**config.mk**
```make
export PLATFORM = sky130hd
export DESIGN_NAME = ursf_top
export DESIGN_NICKNAME = d
export VERILOG_FILES = /design/src/rtl/ursf_pkg.sv /design/src/rtl/ursf_rx_if.sv /design/src/rtl/ursf_rx_shift.sv /design/src/rtl/ursf_top.sv
export SDC_FILE = /design/constraint.sdc
export NUM_CORES = 1
export LEC_CHECK = 0
export ABC_AREA = 1
export BUFFER_PORTS_ARGS = -buffer_cell sky130_fd_sc_hd__buf_2
export CAP_MARGIN = 10
export CORE_ASPECT_RATIO = 1.75
export CORE_MARGIN = 5
export CORE_UTILIZATION = 35
export DETAILED_ROUTE_END_ITERATION = 8
export GPL_TIMING_DRIVEN = 0
export SETUP_SLACK_MARGIN = 0.2
export SYNTH_ARGS = -nofsm -noshare
export SYNTH_HDL_FRONTEND = slang
export SYNTH_SLANG_ARGS = --single-unit
```
**constraint.sdc**
```tcl
create_clock -name clk -period 2.3 [get_ports clk]
set_input_delay 0.23 -clock clk [delete_from_list [all_inputs] [get_ports clk]]
set_output_delay 0.23 -clock clk [all_outputs]
set_load 0.005 [all_outputs]
```
**src/rtl/ursf_pkg.sv**
```systemverilog
package ursf_pkg;
	// ==========================================
	// Register offsets (byte addresses)
	localparam logic [3:0] STATUS_OFF  = 4'h0;
	localparam logic [3:0] DATA_OFF    = 4'h4;
	localparam logic [3:0] EVENT_OFF   = 4'h8;
	localparam logic [3:0] MASK_OFF    = 4'hc;
	// ==========================================
	// Status field positions
	localparam int IDLE_BIT  = 4;
	localparam int HEAD_PARITY_ERROR_FLAG_BIT  = 3;
	localparam int HEAD_FRAMING_ERROR_FLAG_BIT  = 2;
	localparam int OVR_BIT   = 1;
	localparam int AVAIL_BIT = 0;
	// ==========================================
	// Event bits
	localparam int EV_CHAR   = 0;
	localparam int EV_OVR    = 1;
	localparam int EV_ERR    = 2;
	localparam int EV_W      = 3;
	// ==========================================
	// Sizes and reset values
	localparam int FIFO_DEPTH = 4;
	localparam int DATA_W     = 9;
	localparam logic [2:0] MASK_RST = 3'h0;
	localparam logic [1:0] RESP_OKAY   = 2'h0;
	localparam logic [1:0] RESP_SLVERR = 2'h2;
	// Oversampling: ticks of baud enable per bit
	localparam int OVS = 16;
	localparam logic [15:0] DIV_RST = 16'h006b;
endpackage

```
**src/rtl/ursf_rx_if.sv**
```systemverilog
`timescale 1ns/1ps
interface ursf_rx_if;
	logic                         charValid;
	logic [ursf_pkg::DATA_W-1:0]  charData;
	logic                         charPerr;
	logic                         charFerr;
	logic                         busy;
	logic                         flush;
	modport rx  (output charValid, charData, charPerr, charFerr, busy, input flush);
	modport top (input charValid, charData, charPerr, charFerr, busy, output flush);
endinterface

```
**src/rtl/ursf_rx_shift.sv**
```systemverilog
`timescale 1ns/1ps
// Receive shift register: 8 data bits, optional parity, one stop bit.
module ursf_rx_shift (
	input  wire logic        clk,        // System clock
	input  wire logic        arst_n,     // Async reset, active low
	input  wire logic        ce,         // Clock enable
	input  wire logic        rxSync,     // Synchronised serial line
	input  wire logic [15:0] divisor,    // Clocks per oversample tick minus one
	input  wire logic        parityEn,   // Parity bit present
	input  wire logic        parityOdd,  // Odd parity when set
	ursf_rx_if.rx            rx          // Character out, flush in
);
	typedef enum {ST_IDLE, ST_START, ST_DATA, ST_PAR, ST_STOP} ursf_state_e;
	ursf_state_e state_r;
	logic [15:0] divCnt_r;
	logic [3:0]  ovs_r;
	logic [2:0]  bitCnt_r;
	logic [7:0]  shift_r;
	logic        parBit_r;
	logic        tick;

	assign tick = (divCnt_r == divisor);
	assign rx.busy = (state_r != ST_IDLE);

	// ==========================================
	// Oversample tick generator
	always_ff @(posedge clk or negedge arst_n) begin
		if (!arst_n) begin
			divCnt_r <= 16'h0000;
		end else if (ce) begin
			divCnt_r <= (tick || state_r == ST_IDLE) ? 16'h0000 : divCnt_r + 16'h0001;
		end
	end

	// ==========================================
	// Bit sequencer; flush returns it to idle
	always_ff @(posedge clk or negedge arst_n) begin
		if (!arst_n) begin
			state_r      <= ST_IDLE;
			ovs_r        <= 4'h0;
			bitCnt_r     <= 3'h0;
			shift_r      <= 8'h00;
			parBit_r     <= 1'b0;
			rx.charValid <= 1'b0;
			rx.charData  <= '0;
			rx.charPerr  <= 1'b0;
			rx.charFerr  <= 1'b0;
		end else if (ce) begin
			rx.charValid <= 1'b0;
			if (rx.flush) begin
				state_r <= ST_IDLE;
				shift_r <= 8'h00;
			end else begin
				case (state_r)
				ST_IDLE: begin
					ovs_r <= 4'h0;
					if (!rxSync) begin
						state_r <= ST_START;
					end
				end
				ST_START: if (tick) begin
					ovs_r <= ovs_r + 4'h1;
					// Mid-bit check rejects glitches
					if (ovs_r == 4'(ursf_pkg::OVS/2 - 1)) begin
						ovs_r   <= 4'h0;
						state_r <= rxSync ? ST_IDLE : ST_DATA;
						bitCnt_r <= 3'h0;
					end
				end
				ST_DATA: if (tick) begin
					ovs_r <= ovs_r + 4'h1;
					if (ovs_r == 4'(ursf_pkg::OVS - 1)) begin
						shift_r  <= {rxSync, shift_r[7:1]};
						bitCnt_r <= bitCnt_r + 3'h1;
						if (bitCnt_r == 3'h7) begin
							state_r <= parityEn ? ST_PAR : ST_STOP;
						end
					end
				end
				ST_PAR: if (tick) begin
					ovs_r <= ovs_r + 4'h1;
					if (ovs_r == 4'(ursf_pkg::OVS - 1)) begin
						parBit_r <= rxSync;
						state_r  <= ST_STOP;
					end
				end
				ST_STOP: if (tick) begin
					ovs_r <= ovs_r + 4'h1;
					if (ovs_r == 4'(ursf_pkg::OVS - 1)) begin
						rx.charValid <= 1'b1;
						rx.charData  <= {parityEn & parBit_r, shift_r};
						rx.charPerr  <= parityEn & ((^shift_r ^ parBit_r) != parityOdd);
						rx.charFerr  <= !rxSync;
						state_r      <= ST_IDLE;
					end
				end
				default: state_r <= ST_IDLE;
				endcase
			end
		end
	end
endmodule

```
**src/rtl/ursf_top.sv**
```systemverilog
`timescale 1ns/1ps
module ursf_top #(
	parameter int DEPTH = ursf_pkg::FIFO_DEPTH  // FIFO entries
) (
	input  wire logic        clk,      // 200 MHz system clock
	input  wire logic        arst_n,   // Async reset, active low
	input  wire logic        ce,       // Clock enable, freezes all state
	input  wire logic        rxPin,    // Serial receive line
	input  wire logic [3:0]  awaddr,   // AXI write address
	input  wire logic        awvalid,  // AXI write address valid
	output logic             awready,  // AXI write address ready
	input  wire logic [31:0] wdata,    // AXI write data
	input  wire logic [3:0]  wstrb,    // AXI write strobes
	input  wire logic        wvalid,   // AXI write data valid
	output logic             wready,   // AXI write data ready
	output logic [1:0]       bresp,    // AXI write response
	output logic             bvalid,   // AXI write response valid
	input  wire logic        bready,   // AXI write response ready
	input  wire logic [3:0]  araddr,   // AXI read address
	input  wire logic        arvalid,  // AXI read address valid
	output logic             arready,  // AXI read address ready
	output logic [31:0]      rdata,    // AXI read data
	output logic [1:0]       rresp,    // AXI read response
	output logic             rvalid,   // AXI read valid
	input  wire logic        rready,   // AXI read ready
	output logic             irq       // Level interrupt
);
	localparam int AW = $clog2(DEPTH);
	ursf_rx_if rxIf ();

	logic [1:0]                   rxSync_r;
	logic [ursf_pkg::DATA_W+1:0]  mem_r [DEPTH];
	logic [AW-1:0]                wrPtr_r, rdPtr_r;
	logic [AW:0]                  count_r;
	logic                         ovr_r;
	logic [15:0]                  div_r;
	logic                         parEn_r, parOdd_r;
	logic [ursf_pkg::EV_W-1:0]    event_r, mask_r;
	logic [ursf_pkg::EV_W-1:0]    evSet, evClr;
	logic [3:0]                   awAddr_r;
	logic [31:0]                  wData_r;
	logic [3:0]                   wStrb_r;
	logic                         awHave_r, wHave_r;
	logic [4:0]                   status;
	logic                         doWrite, doRead, push, pop, full, empty, ovrClear, accept;
	logic [ursf_pkg::DATA_W+1:0]  head;

	// ==========================================
	// Line synchroniser
	always_ff @(posedge clk or negedge arst_n) begin
		if (!arst_n) begin
			rxSync_r <= 2'b11;
		end else if (ce) begin
			rxSync_r <= {rxSync_r[0], rxPin};
		end
	end

	ursf_rx_shift u_shift (
		.clk       (clk),
		.arst_n    (arst_n),
		.ce        (ce),
		.rxSync    (rxSync_r[1]),
		.divisor   (div_r),
		.parityEn  (parEn_r),
		.parityOdd (parOdd_r),
		.rx        (rxIf.rx)
	);

	// ==========================================
	// Receive FIFO
	assign full   = (count_r == (AW+1)'(DEPTH));
	assign empty  = (count_r == '0);
	assign head   = mem_r[rdPtr_r];
	// Halt while overrun stands so software sees the oldest data intact
	assign accept = rxIf.charValid && !ovr_r;
	assign push   = accept && !full;
	assign pop    = doRead && (araddr == ursf_pkg::DATA_OFF) && !empty;
	assign ovrClear = doWrite && (awAddr_r == ursf_pkg::STATUS_OFF) && wStrb_r[0]
	                  && ovr_r && !wData_r[ursf_pkg::OVR_BIT];
	assign rxIf.flush = ovrClear;

	always_ff @(posedge clk) begin
		if (ce && push) begin
			mem_r[wrPtr_r] <= {rxIf.charPerr, rxIf.charFerr, rxIf.charData};
		end
	end

	always_ff @(posedge clk or negedge arst_n) begin
		if (!arst_n) begin
			wrPtr_r <= '0;
			rdPtr_r <= '0;
			count_r <= '0;
		end else if (ce) begin
			if (ovrClear) begin
				wrPtr_r <= '0;
				rdPtr_r <= '0;
				count_r <= '0;
			end else begin
				// DEPTH-deep queue, pointers wrap at DEPTH
				if (push) wrPtr_r <= (wrPtr_r == AW'(DEPTH-1)) ? '0 : wrPtr_r + 1'b1;
				if (pop) rdPtr_r <= (rdPtr_r == AW'(DEPTH-1)) ? '0 : rdPtr_r + 1'b1;
				count_r <= count_r + (AW+1)'(push) - (AW+1)'(pop);
			end
		end
	end

	// ==========================================
	// Overrun flag: only hardware sets it
	always_ff @(posedge clk or negedge arst_n) begin
		if (!arst_n) begin
			ovr_r <= 1'b0;
		end else if (ce) begin
			if (accept && full) begin
				ovr_r <= 1'b1;
			end else if (ovrClear) begin
				ovr_r <= 1'b0;
			end
		end
	end

	// ==========================================
	// Status word
	always_comb begin
		status = '0;
		status[ursf_pkg::IDLE_BIT]  = !rxIf.busy;
		status[ursf_pkg::HEAD_PARITY_ERROR_FLAG_BIT]  = !empty && head[ursf_pkg::DATA_W+1];
		status[ursf_pkg::HEAD_FRAMING_ERROR_FLAG_BIT]  = !empty && head[ursf_pkg::DATA_W];
		status[ursf_pkg::OVR_BIT]   = ovr_r;
		status[ursf_pkg::AVAIL_BIT] = !empty;
	end

	// ==========================================
	// Events and interrupt; set wins over write-one clear
	always_comb begin
		evSet = '0;
		evClr = '0;
		evSet[ursf_pkg::EV_CHAR] = push;
		evSet[ursf_pkg::EV_OVR]  = accept && full;
		evSet[ursf_pkg::EV_ERR]  = push && (rxIf.charPerr || rxIf.charFerr);
		if (doWrite && awAddr_r == ursf_pkg::EVENT_OFF && wStrb_r[0]) begin
			evClr = wData_r[ursf_pkg::EV_W-1:0];
		end
	end

	always_ff @(posedge clk or negedge arst_n) begin
		if (!arst_n) begin
			event_r <= '0;
		end else if (ce) begin
			event_r <= (event_r & ~evClr) | evSet;
		end
	end
	assign irq = |(event_r & mask_r);

	// ==========================================
	// AXI4-Lite write side
	assign awready = !awHave_r && !bvalid;
	assign wready  = !wHave_r && !bvalid;
	assign doWrite = awHave_r && wHave_r && !bvalid;

	always_ff @(posedge clk or negedge arst_n) begin
		if (!arst_n) begin
			awHave_r <= 1'b0;
			wHave_r  <= 1'b0;
			awAddr_r <= '0;
			wData_r  <= '0;
			wStrb_r  <= '0;
			bvalid   <= 1'b0;
			bresp    <= ursf_pkg::RESP_OKAY;
		end else if (ce) begin
			if (awvalid && awready) begin
				awHave_r <= 1'b1;
				awAddr_r <= awaddr;
			end
			if (wvalid && wready) begin
				wHave_r <= 1'b1;
				wData_r <= wdata;
				wStrb_r <= wstrb;
			end
			if (doWrite) begin
				awHave_r <= 1'b0;
				wHave_r  <= 1'b0;
				bvalid   <= 1'b1;
				bresp    <= (awAddr_r == ursf_pkg::DATA_OFF) ? ursf_pkg::RESP_SLVERR : ursf_pkg::RESP_OKAY;
			end else if (bvalid && bready) begin
				bvalid <= 1'b0;
			end
		end
	end

	// Control: mask, divisor and parity in mask reg; data-reg write is refused
	always_ff @(posedge clk or negedge arst_n) begin
		if (!arst_n) begin
			mask_r   <= ursf_pkg::MASK_RST;
			div_r    <= ursf_pkg::DIV_RST;
			parEn_r  <= 1'b0;
			parOdd_r <= 1'b0;
		end else if (ce && doWrite) begin
			if (awAddr_r == ursf_pkg::MASK_OFF) begin
				if (wStrb_r[0]) mask_r <= wData_r[ursf_pkg::EV_W-1:0];
				if (wStrb_r[1]) parEn_r <= wData_r[8];
				if (wStrb_r[1]) parOdd_r <= wData_r[9];
				if (wStrb_r[2]) div_r[7:0] <= wData_r[23:16];
				if (wStrb_r[3]) div_r[15:8] <= wData_r[31:24];
			end
		end
	end

	// ==========================================
	// AXI4-Lite read side; data read pops the head
	assign arready = !rvalid;
	assign doRead  = arvalid && arready;

	always_ff @(posedge clk or negedge arst_n) begin
		if (!arst_n) begin
			rvalid <= 1'b0;
			rdata  <= '0;
			rresp  <= ursf_pkg::RESP_OKAY;
		end else if (ce) begin
			if (doRead) begin
				rvalid <= 1'b1;
				rresp  <= ursf_pkg::RESP_OKAY;
				case (araddr)
				ursf_pkg::STATUS_OFF: rdata <= {27'h0, status};
				ursf_pkg::DATA_OFF:   rdata <= empty ? 32'h0 : {23'h0, head[ursf_pkg::DATA_W-1:0]};
				ursf_pkg::EVENT_OFF:  rdata <= {29'h0, event_r};
				ursf_pkg::MASK_OFF:   rdata <= {div_r, 6'h0, parOdd_r, parEn_r, 5'h0, mask_r};
				default: begin
					rdata <= '0;
					rresp <= ursf_pkg::RESP_SLVERR;
				end
				endcase
			end else if (rvalid && rready) begin
				rvalid <= 1'b0;
			end
		end
	end
endmodule

```
==> results of run 1 <==
-- metrics by stage --
step | setup TNS, ns | cells | instance area [um2] | hold WS [ns] | setup WS (ns)
after CTS | -1.28 | 1395 | 10200 | 0.00631 | -0.0544
after detailed placement | -15.92 | 1336 | 9330 | 0.351 | -0.370
after floorplan | 0 | 953 | 8540 | -0.0656 | 0.253
final | 0 | 1398 | 10300 | 0.0105 | 0.297
after global routing | 0 | 1398 | 10300 | 0.0168 | 0.171
after global placement | -167.71 | 1335 | 9300 | 0.423 | -1.14
-- logic make-up (layout without fill, tap and decap cells) --
group,count (synthesis),after routing,share of synthesized area
flip-flops,186,186,0.573
multiplexers,1,1,0.00132
other,1,8,0.000440
buffers and inverters,137,274,0.0662
XOR/XNOR,12,12,0.0123
AO/OA/AOI/OAI,151,151,0.106
adder cells (fa/ha/maj),12,12,0.0185
AND/OR/NAND/NOR,446,446,0.222
-- worst paths after layout --
check / startpoint / to / slack [ns] / cells past startpoint
min in group asynchronous: arst_n / wData_r[18] / 0.44 / 2
setup reg to reg: count_r[1] / count_r[2] / 0.30 / 9
hold / removal: wdata[9] / wData_r[9] / 0.01 / 3
setup / recovery: count_r[1] / count_r[2] / 0.30 / 9
max in group asynchronous: arst_n / rxSync_r[1] / 1.06 / 3
hold reg to reg: rxSync_r[0] / rxSync_r[0] / 0.46 / 2
-- layout make-up --
type,instances,area (um2)
Sequential cell,186,4890
Tap cell,308,385
Clock buffer,21,482
Buffer,33,175
Multi-Input combinational cell,630,3190
Inverter,104,393
Timing Repair Buffer,106,704
Clock inverter,10,115
Fill cell,2440,13700
-- layout by cell type, fill, tap and decap left out, types with 5 or more instances in the layout --
cell type / n
sky130_fd_sc_hd__nand2_1: 272
sky130_fd_sc_hd__dfrtp_1: 133
sky130_fd_sc_hd__inv_1: 93
sky130_fd_sc_hd__nor2_1: 82
sky130_fd_sc_hd__buf_2: 74
sky130_fd_sc_hd__o21ai_0: 59
sky130_fd_sc_hd__edfxtp_1: 44
sky130_fd_sc_hd__nand3_1: 33
sky130_fd_sc_hd__a21oi_1: 30
sky130_fd_sc_hd__dlygate4sd3_1: 27
sky130_fd_sc_hd__clkbuf_1: 20
sky130_fd_sc_hd__clkbuf_16: 18
sky130_fd_sc_hd__o31ai_1: 17
sky130_fd_sc_hd__o22ai_1: 16
sky130_fd_sc_hd__buf_4: 13
sky130_fd_sc_hd__nand4_1: 11
sky130_fd_sc_hd__nand2_2: 11
sky130_fd_sc_hd__ha_1: 11
sky130_fd_sc_hd__o21ai_2: 10
sky130_fd_sc_hd__inv_2: 9
sky130_fd_sc_hd__xor2_1: 9
sky130_fd_sc_hd__conb_1: 8
sky130_fd_sc_hd__nor2_4: 7
sky130_fd_sc_hd__dfstp_2: 7
sky130_fd_sc_hd__o21ai_1: 6
sky130_fd_sc_hd__nor2_2: 6
sky130_fd_sc_hd__nor3_4: 5
sky130_fd_sc_hd__nand3_2: 5
sky130_fd_sc_hd__nor3_1: 5
-- registers in the layout (all words and copies together), names as in the netlist, 2 cells and up --
| signal | count |
|---|---|
| mem_r | 44 |
| u_shift.divCnt_r | 16 |
| rxSync_r | 2 |
| u_shift.ovs_r | 4 |
| count_r | 3 |
| u_shift.shift_r | 8 |
| rdPtr_r | 2 |
| wrPtr_r | 2 |
| u_shift.state_r | 3 |
| rdata | 26 |
| u_shift.rx.charData | 9 |
| u_shift.bitCnt_r | 3 |
| awAddr_r | 4 |
| mask_r | 3 |
| wData_r | 21 |
| div_r | 16 |
| event_r | 3 |
| wStrb_r | 4 |
-- synthesized netlist by cell type (all sizes together) (2+ instances only) --
library cell | number | area (um2)
ha | 11 | 138
clkbuf | 20 | 75.1
o31ai | 17 | 128
dfstp | 7 | 184
o21ai | 75 | 413
nor2 | 95 | 377
nor3 | 12 | 91.3
edfxtp | 44 | 1320
a22o | 2 | 17.5
inv | 103 | 387
a21oi | 30 | 150
buf | 13 | 98.8
nand4 | 11 | 68.8
nand2 | 285 | 1110
o22ai | 16 | 100
or2 | 3 | 18.8
a32o | 3 | 30.0
xnor2 | 3 | 26.3
nand3 | 38 | 210
dfrtp | 135 | 3380
xor2 | 9 | 78.8
-- metal layers --
metal	track usage	up-vias
met1	0.178	3260
li1	-	3330
met5	0	-
met2	0.302	131
met4	0.0616	0
met3	0.0288	37
-- worst max-delay path, cell delays in order (launching register included) --
cell and delay, ns:
sky130_fd_sc_hd__dfrtp_2 0.47, sky130_fd_sc_hd__nor3_4 0.24, sky130_fd_sc_hd__nor3_4 0.08, sky130_fd_sc_hd__ha_1 0.27, sky130_fd_sc_hd__inv_1 0.06, sky130_fd_sc_hd__ha_1 0.13
sky130_fd_sc_hd__inv_1 0.05, sky130_fd_sc_hd__fa_2 0.33, sky130_fd_sc_hd__xor2_1 0.16, sky130_fd_sc_hd__o22ai_1 0.09
-- power by group --
group | total (mW) | switching, mW | leakage (nW) | internal [mW]
logic | 2.39 | 1.52 | 2.38 | 0.878
clock network | 2.98 | 1.26 | 0.294 | 1.72
registers | 4.44 | 0.446 | 2.34 | 3.99
total | 9.81 | 3.23 | 5.01 | 6.58
-- repair_timing --
| action | 4_1_cts | 5_1_grt |
|---|---|---|
| setup buffers | 1 | 3 |
| pin swaps | 1 | 4 |
| gates resized for setup | 4 | 26 |
| endpoints found under the hold margin | 108 | 0 |
| hold buffers | 27 | 0 |
| endpoints found under the setup margin | 66 | 82 |
==> results by group, run 1 <==
GRT
  – Vias in the first global route: slightly below 7000
  – First-pass GRT wire length: approximately 35000 um
  – Global routing usage summed across all routing layers: 0.162
  – Total grt overflow: 0
  – Antenna violations before repair: 0
  – Maximum number of pins on one net before global-route repair: 85

Yosys
  – Area of the mapped netlist: 8520 um2
  – Async SR Flop Fraction: 0.763
  – Syn Inst Count: 946
  – EDFF count, synth: between 40 and 50
  – Ys Warns: 0
  – Yosys reg bits: 186
  – Proportion of synthesized chip area in sequential cells: 0.573
  – Average cell area after synthesis: ~9.0 um2
  – Number of library cell types mapped by synthesis: 49
  – Prevailing post-synth register cell: sky130_fd_sc_hd__dfrtp_1

Detailed routing
  – Met2 layer wire length in the routed design: approximately 12000 um
  – Total number of vias: between 6000 and 7000
  – Number of remaining DRC errors: 0
  – Post-DR vias/cell: slightly below 5
  – Number of nets with antenna violations after routing: 0
  – Routed len/inst: 15.5 um
  – Met1 Wirelength: slightly above 8000 um
  – First-iteration detailed-routing DRC count: approximately 370
  – Top sig layer: met4
  – Count of TritonRoute iterations in the first routing pass: 5
  – Met3 routed WL: ~620 um
  – Post-detailed-routing wire length: between 20000 and 25000 um

Finish
  – Final core utilization: 0.430
  – Final net count: approximately 1100
  – Area added between synthesis and finish: 21.3%
  – Ant. Diodes: 0
  – Fraction of final layout cells with drive strength greater than 1: 0.178

Clock network
  – Clock tree from TritonCTS: yes
  – H-tree levels: 4
  – Clock buffers created by TritonCTS: 17
  – Clock Sinks: roughly 190
  – Worst skew pair latency: between 0.4 and 0.5 ns
  – Root buffer cell: sky130_fd_sc_hd__clkbuf_16
  – Clock-pin transition on the worst setup and hold timing paths: about 0.070 ns
  – Deepest clock path buffer count: 2

Timing
  – Final Skew: approximately 0.011 ns
  – Max Fclk: 0.499 GHz
  – Slew Viols, Final: 0
  – Setup-failing EPs final: 0
  – Number of hold violations in the final report: 0
  – RSZ-0062 raised after global routing: true
  – Min cycle time layout: approximately 2 ns
  – Headroom to the max-slew limit: 0.455
  – Final period utilization: 0.871
  – Slew @ Worst Pin: approximately 0.82 ns

Floorplan
  – Die footprint: 27700 um2
  – Width of the die: 128 um
  – Top Ports: 95
  – Die outline height: around 220 um
  – Number of placement rows: 75
  – Core area: between 20000 and 25000 um2
  – Effective utilization at floorplan: 0.355

Run status
  – Result of the run: finished, final reports clean

Power
  – Total power per unit cell area: between 900 and 1000 nW/um2
  – Worst voltage drop across the vdd grid: about 0.5 mV
  – Leak Pwr: approximately 5 nW
  – Total chip power: between 9 and 10 mW

Setup path
  – Worst Setup Start Kind: flip-flop
  – Worst Path Max Fanout: 5
  – Crit path arrival time: 2.31 ns
  – WS Path Type: reg -> reg
  – Nature of the critical path endpoint: flip-flop
  – Required time of the critical path: about 2.6 ns

Place
  – Half-perimeter wire length after detailed placement: approximately 16000 um
  – Number of port buffers: 74
  – GP Congestion: between 0.8 and 0.9

Worst hold path
  – Worst min-delay path category: in -> reg

Run
  – Max_cap viols: 0
Power figures use the tool's default switching activity.
==> run 2: changes to the inputs <==
- CORE_MARGIN: 5 -> 4
- CORE_UTILIZATION: 35 -> 55
- PLACE_DENSITY: unset -> 0.76
==> run 2 against run 1 <==
Compared with the run above: the run now ends with negative hold slack left; global-route usage increased by 7.3 points; combinational power about the same; register-to-register slack got worse by 0.05 ns; final cell count decreased by 9.3%; critical path depth unchanged; fmax decreased by 2.6%; clock skew increased by 0.0054 ns; total power increased by 0.11%; non-clock buffer count decreased by 6; critical path type unchanged; largest cell class unchanged.
==> results by group, run 2 (synthesis results as in run 1) <==
Floorplan
  – Top Ports: 95
  – Die footprint: approximately 18000 um2
  – Die outline height: 173 um
  – Core area: approximately 15000 um2
  – Effective utilization at floorplan: 0.566
  – Width of the die: 102 um
  – Number of placement rows: 59

Place
  – Worst setup slack after placement: -0.271 ns
  – Number of port buffers: 74
  – Half-perimeter wire length after detailed placement: ~15000 um
  – Placed Area: 9180 um2
  – GP Congestion: ~0.85
  – Post-placement cell count: around 1200

GRT
  – Global routing usage summed across all routing layers: 0.235
  – Met3 global-route usage: 0.0383
  – First-pass GRT wire length: ~32000 um
  – GR Util met2: 0.438
  – Antenna violations before repair: 0
  – Met1 track demand over resource: 0.245
  – Layer carrying the most global-route usage: met2
  – Total grt overflow: 0
  – Vias in the first global route: between 6000 and 7000
  – Maximum number of pins on one net before global-route repair: between 80 and 90

Detailed routing
  – Post-DR vias/cell: ~5.3
  – Count of TritonRoute iterations in the first routing pass: 5
  – Post-detailed-routing wire length: about 20000 um
  – First-iteration detailed-routing DRC count: ~340
  – Number of remaining DRC errors: 0
  – Number of nets with antenna violations after routing: 0
  – Total number of vias: slightly below 7000
  – Routed len/inst: between 15 and 20 um

Worst hold path
  – Worst min-delay path category: in -> reg
  – Launch point of the worst hold path: wstrb[3]
  – Worst hold path stage count: 3
  – Capture endpoint of the worst hold path: wStrb_r[3]

Setup path
  – Worst Path Max Fanout: 3
  – Required time of the critical path: 2.62 ns
  – Number of cells on the worst reg-to-reg path: 9
  – Crit path arrival time: ~2.4 ns
  – Flop2flop setup slack: approximately 0.24 ns
  – Reg2Reg Launch Point: count_r[2]
  – Buffers & Inverters on Critical Path: 3
  – Nature of the critical path endpoint: flip-flop
  – WS Path Type: reg -> reg
  – Endpoint of the worst-slack reg-to-reg timing path: count_r[1]
  – Maximum cell stage delay along the critical path: 0.52 ns
  – Worst path cell trace: buf_4 -> nor3_4 -> nor3_4 -> ha_1 -> inv_1 -> ha_1 -> inv_1 -> fa_2 -> o21ai_1
  – Worst Setup Start Kind: flip-flop
  – Slowest-stage cell, CP: sky130_fd_sc_hd__fa_2
  – Cell type group with the largest total delay on the critical path: adder cells

Finish
  – Most frequent standard cell in the layout excluding fill and tap cells: sky130_fd_sc_hd__nand2_1
  – Register with the most flip-flops: mem_r
  – Ant. Diodes: 0
  – Post-route non-filler standard cell count: about 1300
  – Largest regs: mem_r: 44 flops, rdata: 26 flops, wData_r: 21 flops
  – Area added between synthesis and finish: 18.8%
  – Most used cells in the layout excluding fill and tap cells: sky130_fd_sc_hd__nand2_1 (273), sky130_fd_sc_hd__dfrtp_1 (134), sky130_fd_sc_hd__inv_1 (94)
  – Fraction of final layout cells with drive strength greater than 1: 0.178
  – Final instance area: 10100 um2
  – Number of flip-flops under the largest register name: 44
  – Final net count: ~1100

Power
  – Switching power total: roughly 3.3 mW
  – P_int: ~6.5 mW
  – Sw Share: 0.334
  – Clk network pwr share: 0.308
  – Worst voltage drop across the vdd grid: roughly 0.61 mV
  – Total power per unit cell area: around 970 nW/um2
  – Leak Pwr: roughly 5 nW
  – Sequential group share of total power: 0.452
  – Total chip power: around 10 mW
  – Part of the power in combinational logic: 0.240

Timing
  – Final worst setup slack: around 0.24 ns
  – Slew @ Worst Pin: ~0.62 ns
  – Min cycle time layout: slightly above 2 ns
  – Final period utilization: 0.894
  – Number of hold violations in the final report: 1
  – RSZ-0062 raised after global routing: true
  – Setup-failing EPs final: 0
  – Max Fclk: ~0.5 GHz
  – Slew Viols, Final: 0
  – Headroom to the max-slew limit: 0.585
  – Tightest hold margin: -0.00106 ns
  – Final Skew: around 0.016 ns

Clock network
  – Clock Sinks: 186
  – Clock buffers created by TritonCTS: 17
  – Clock tree from TritonCTS: yes
  – Clock-pin transition on the worst setup and hold timing paths: roughly 0.08 ns
  – H-tree levels: 4
  – Worst skew pair latency: 0.44 ns
  – Root buffer cell: sky130_fd_sc_hd__clkbuf_16
  – Deepest clock path buffer count: 2

Run status
  – Result of the run: finished, violations left
  – Violated checks: negative hold slack

Run
  – Max_cap viols: 0
## run 2: through the flow
| stage | utilization | setup TNS [ns] |
|---|---|---|
| final | 0.672 | 0 |
| after global routing | 0.672 | 0 |
| after CTS | 0.666 | 0 |
| after detailed placement | 0.609 | -7.97 |
| after global placement | 0.607 | -138.44 |
| after floorplan | - | 0 |
## run 2: layout make-up
class	instances	area, um2
multi-input combinational	630	3170
clock buffer	20	480
clock inverter	12	139
sequential	186	4880
fill	1209	4940
timing repair buffer	100	644
inverter	104	393
buffer	33	175
tap	183	229
## run 2: layer usage
layer  up-vias  routed length (um)
met5         -                   0
met4         0                 894
met3        61                 632
met2       146               11300
met1      3199                7050
li1       3320                   -
## run 2: worst max path at each step
stage | from | endpoint | slack (ns) | cells after the start
after floorplan | count_r[1] | count_r[2] | 0.25 | 9
after global placement | arst_n | u_shift.ovs_r[0] | -0.98 | 1
after detailed placement | araddr[1] | count_r[2] | -0.27 | 11
after CTS | count_r[1] | mem_r[0][4] | 0.006 | 4
after global routing | count_r[2] | count_r[2] | 0.12 | 10
final | count_r[2] | count_r[1] | 0.24 | 9
## run 2: power groups by stage
stage	sequential (mW)	combinational (mW)	clock (mW)
after floorplan	4.36	1.60	0
after global placement	4.44	2.15	0
after detailed placement	4.47	2.22	0
after CTS	4.41	2.28	3.05
after global routing	4.51	2.70	3.19
final	4.44	2.36	3.03
## run 2: worst register-to-register path: cells and delay by family, from the launching register on
| family | cells | cell delay [ns] |
|---|---|---|
| buffers and inverters | 3 | 0.25 |
| and+or+nand+nor | 2 | 0.29 |
| adders and majority gates | 3 | 0.92 |
| AOI/OAI and AO/OA | 1 | 0.08 |
| DFF | 1 | 0.40 |
## run 2: what timing repair did
action                                  in CTS  in global routing
resized for setup                            3                 22
pin swaps                                    1                  3
hold endpoints to repair                    78                  0
endpoints found under the setup margin      48                 72
hold buffers                                21                  0
setup buffers                                1                  3
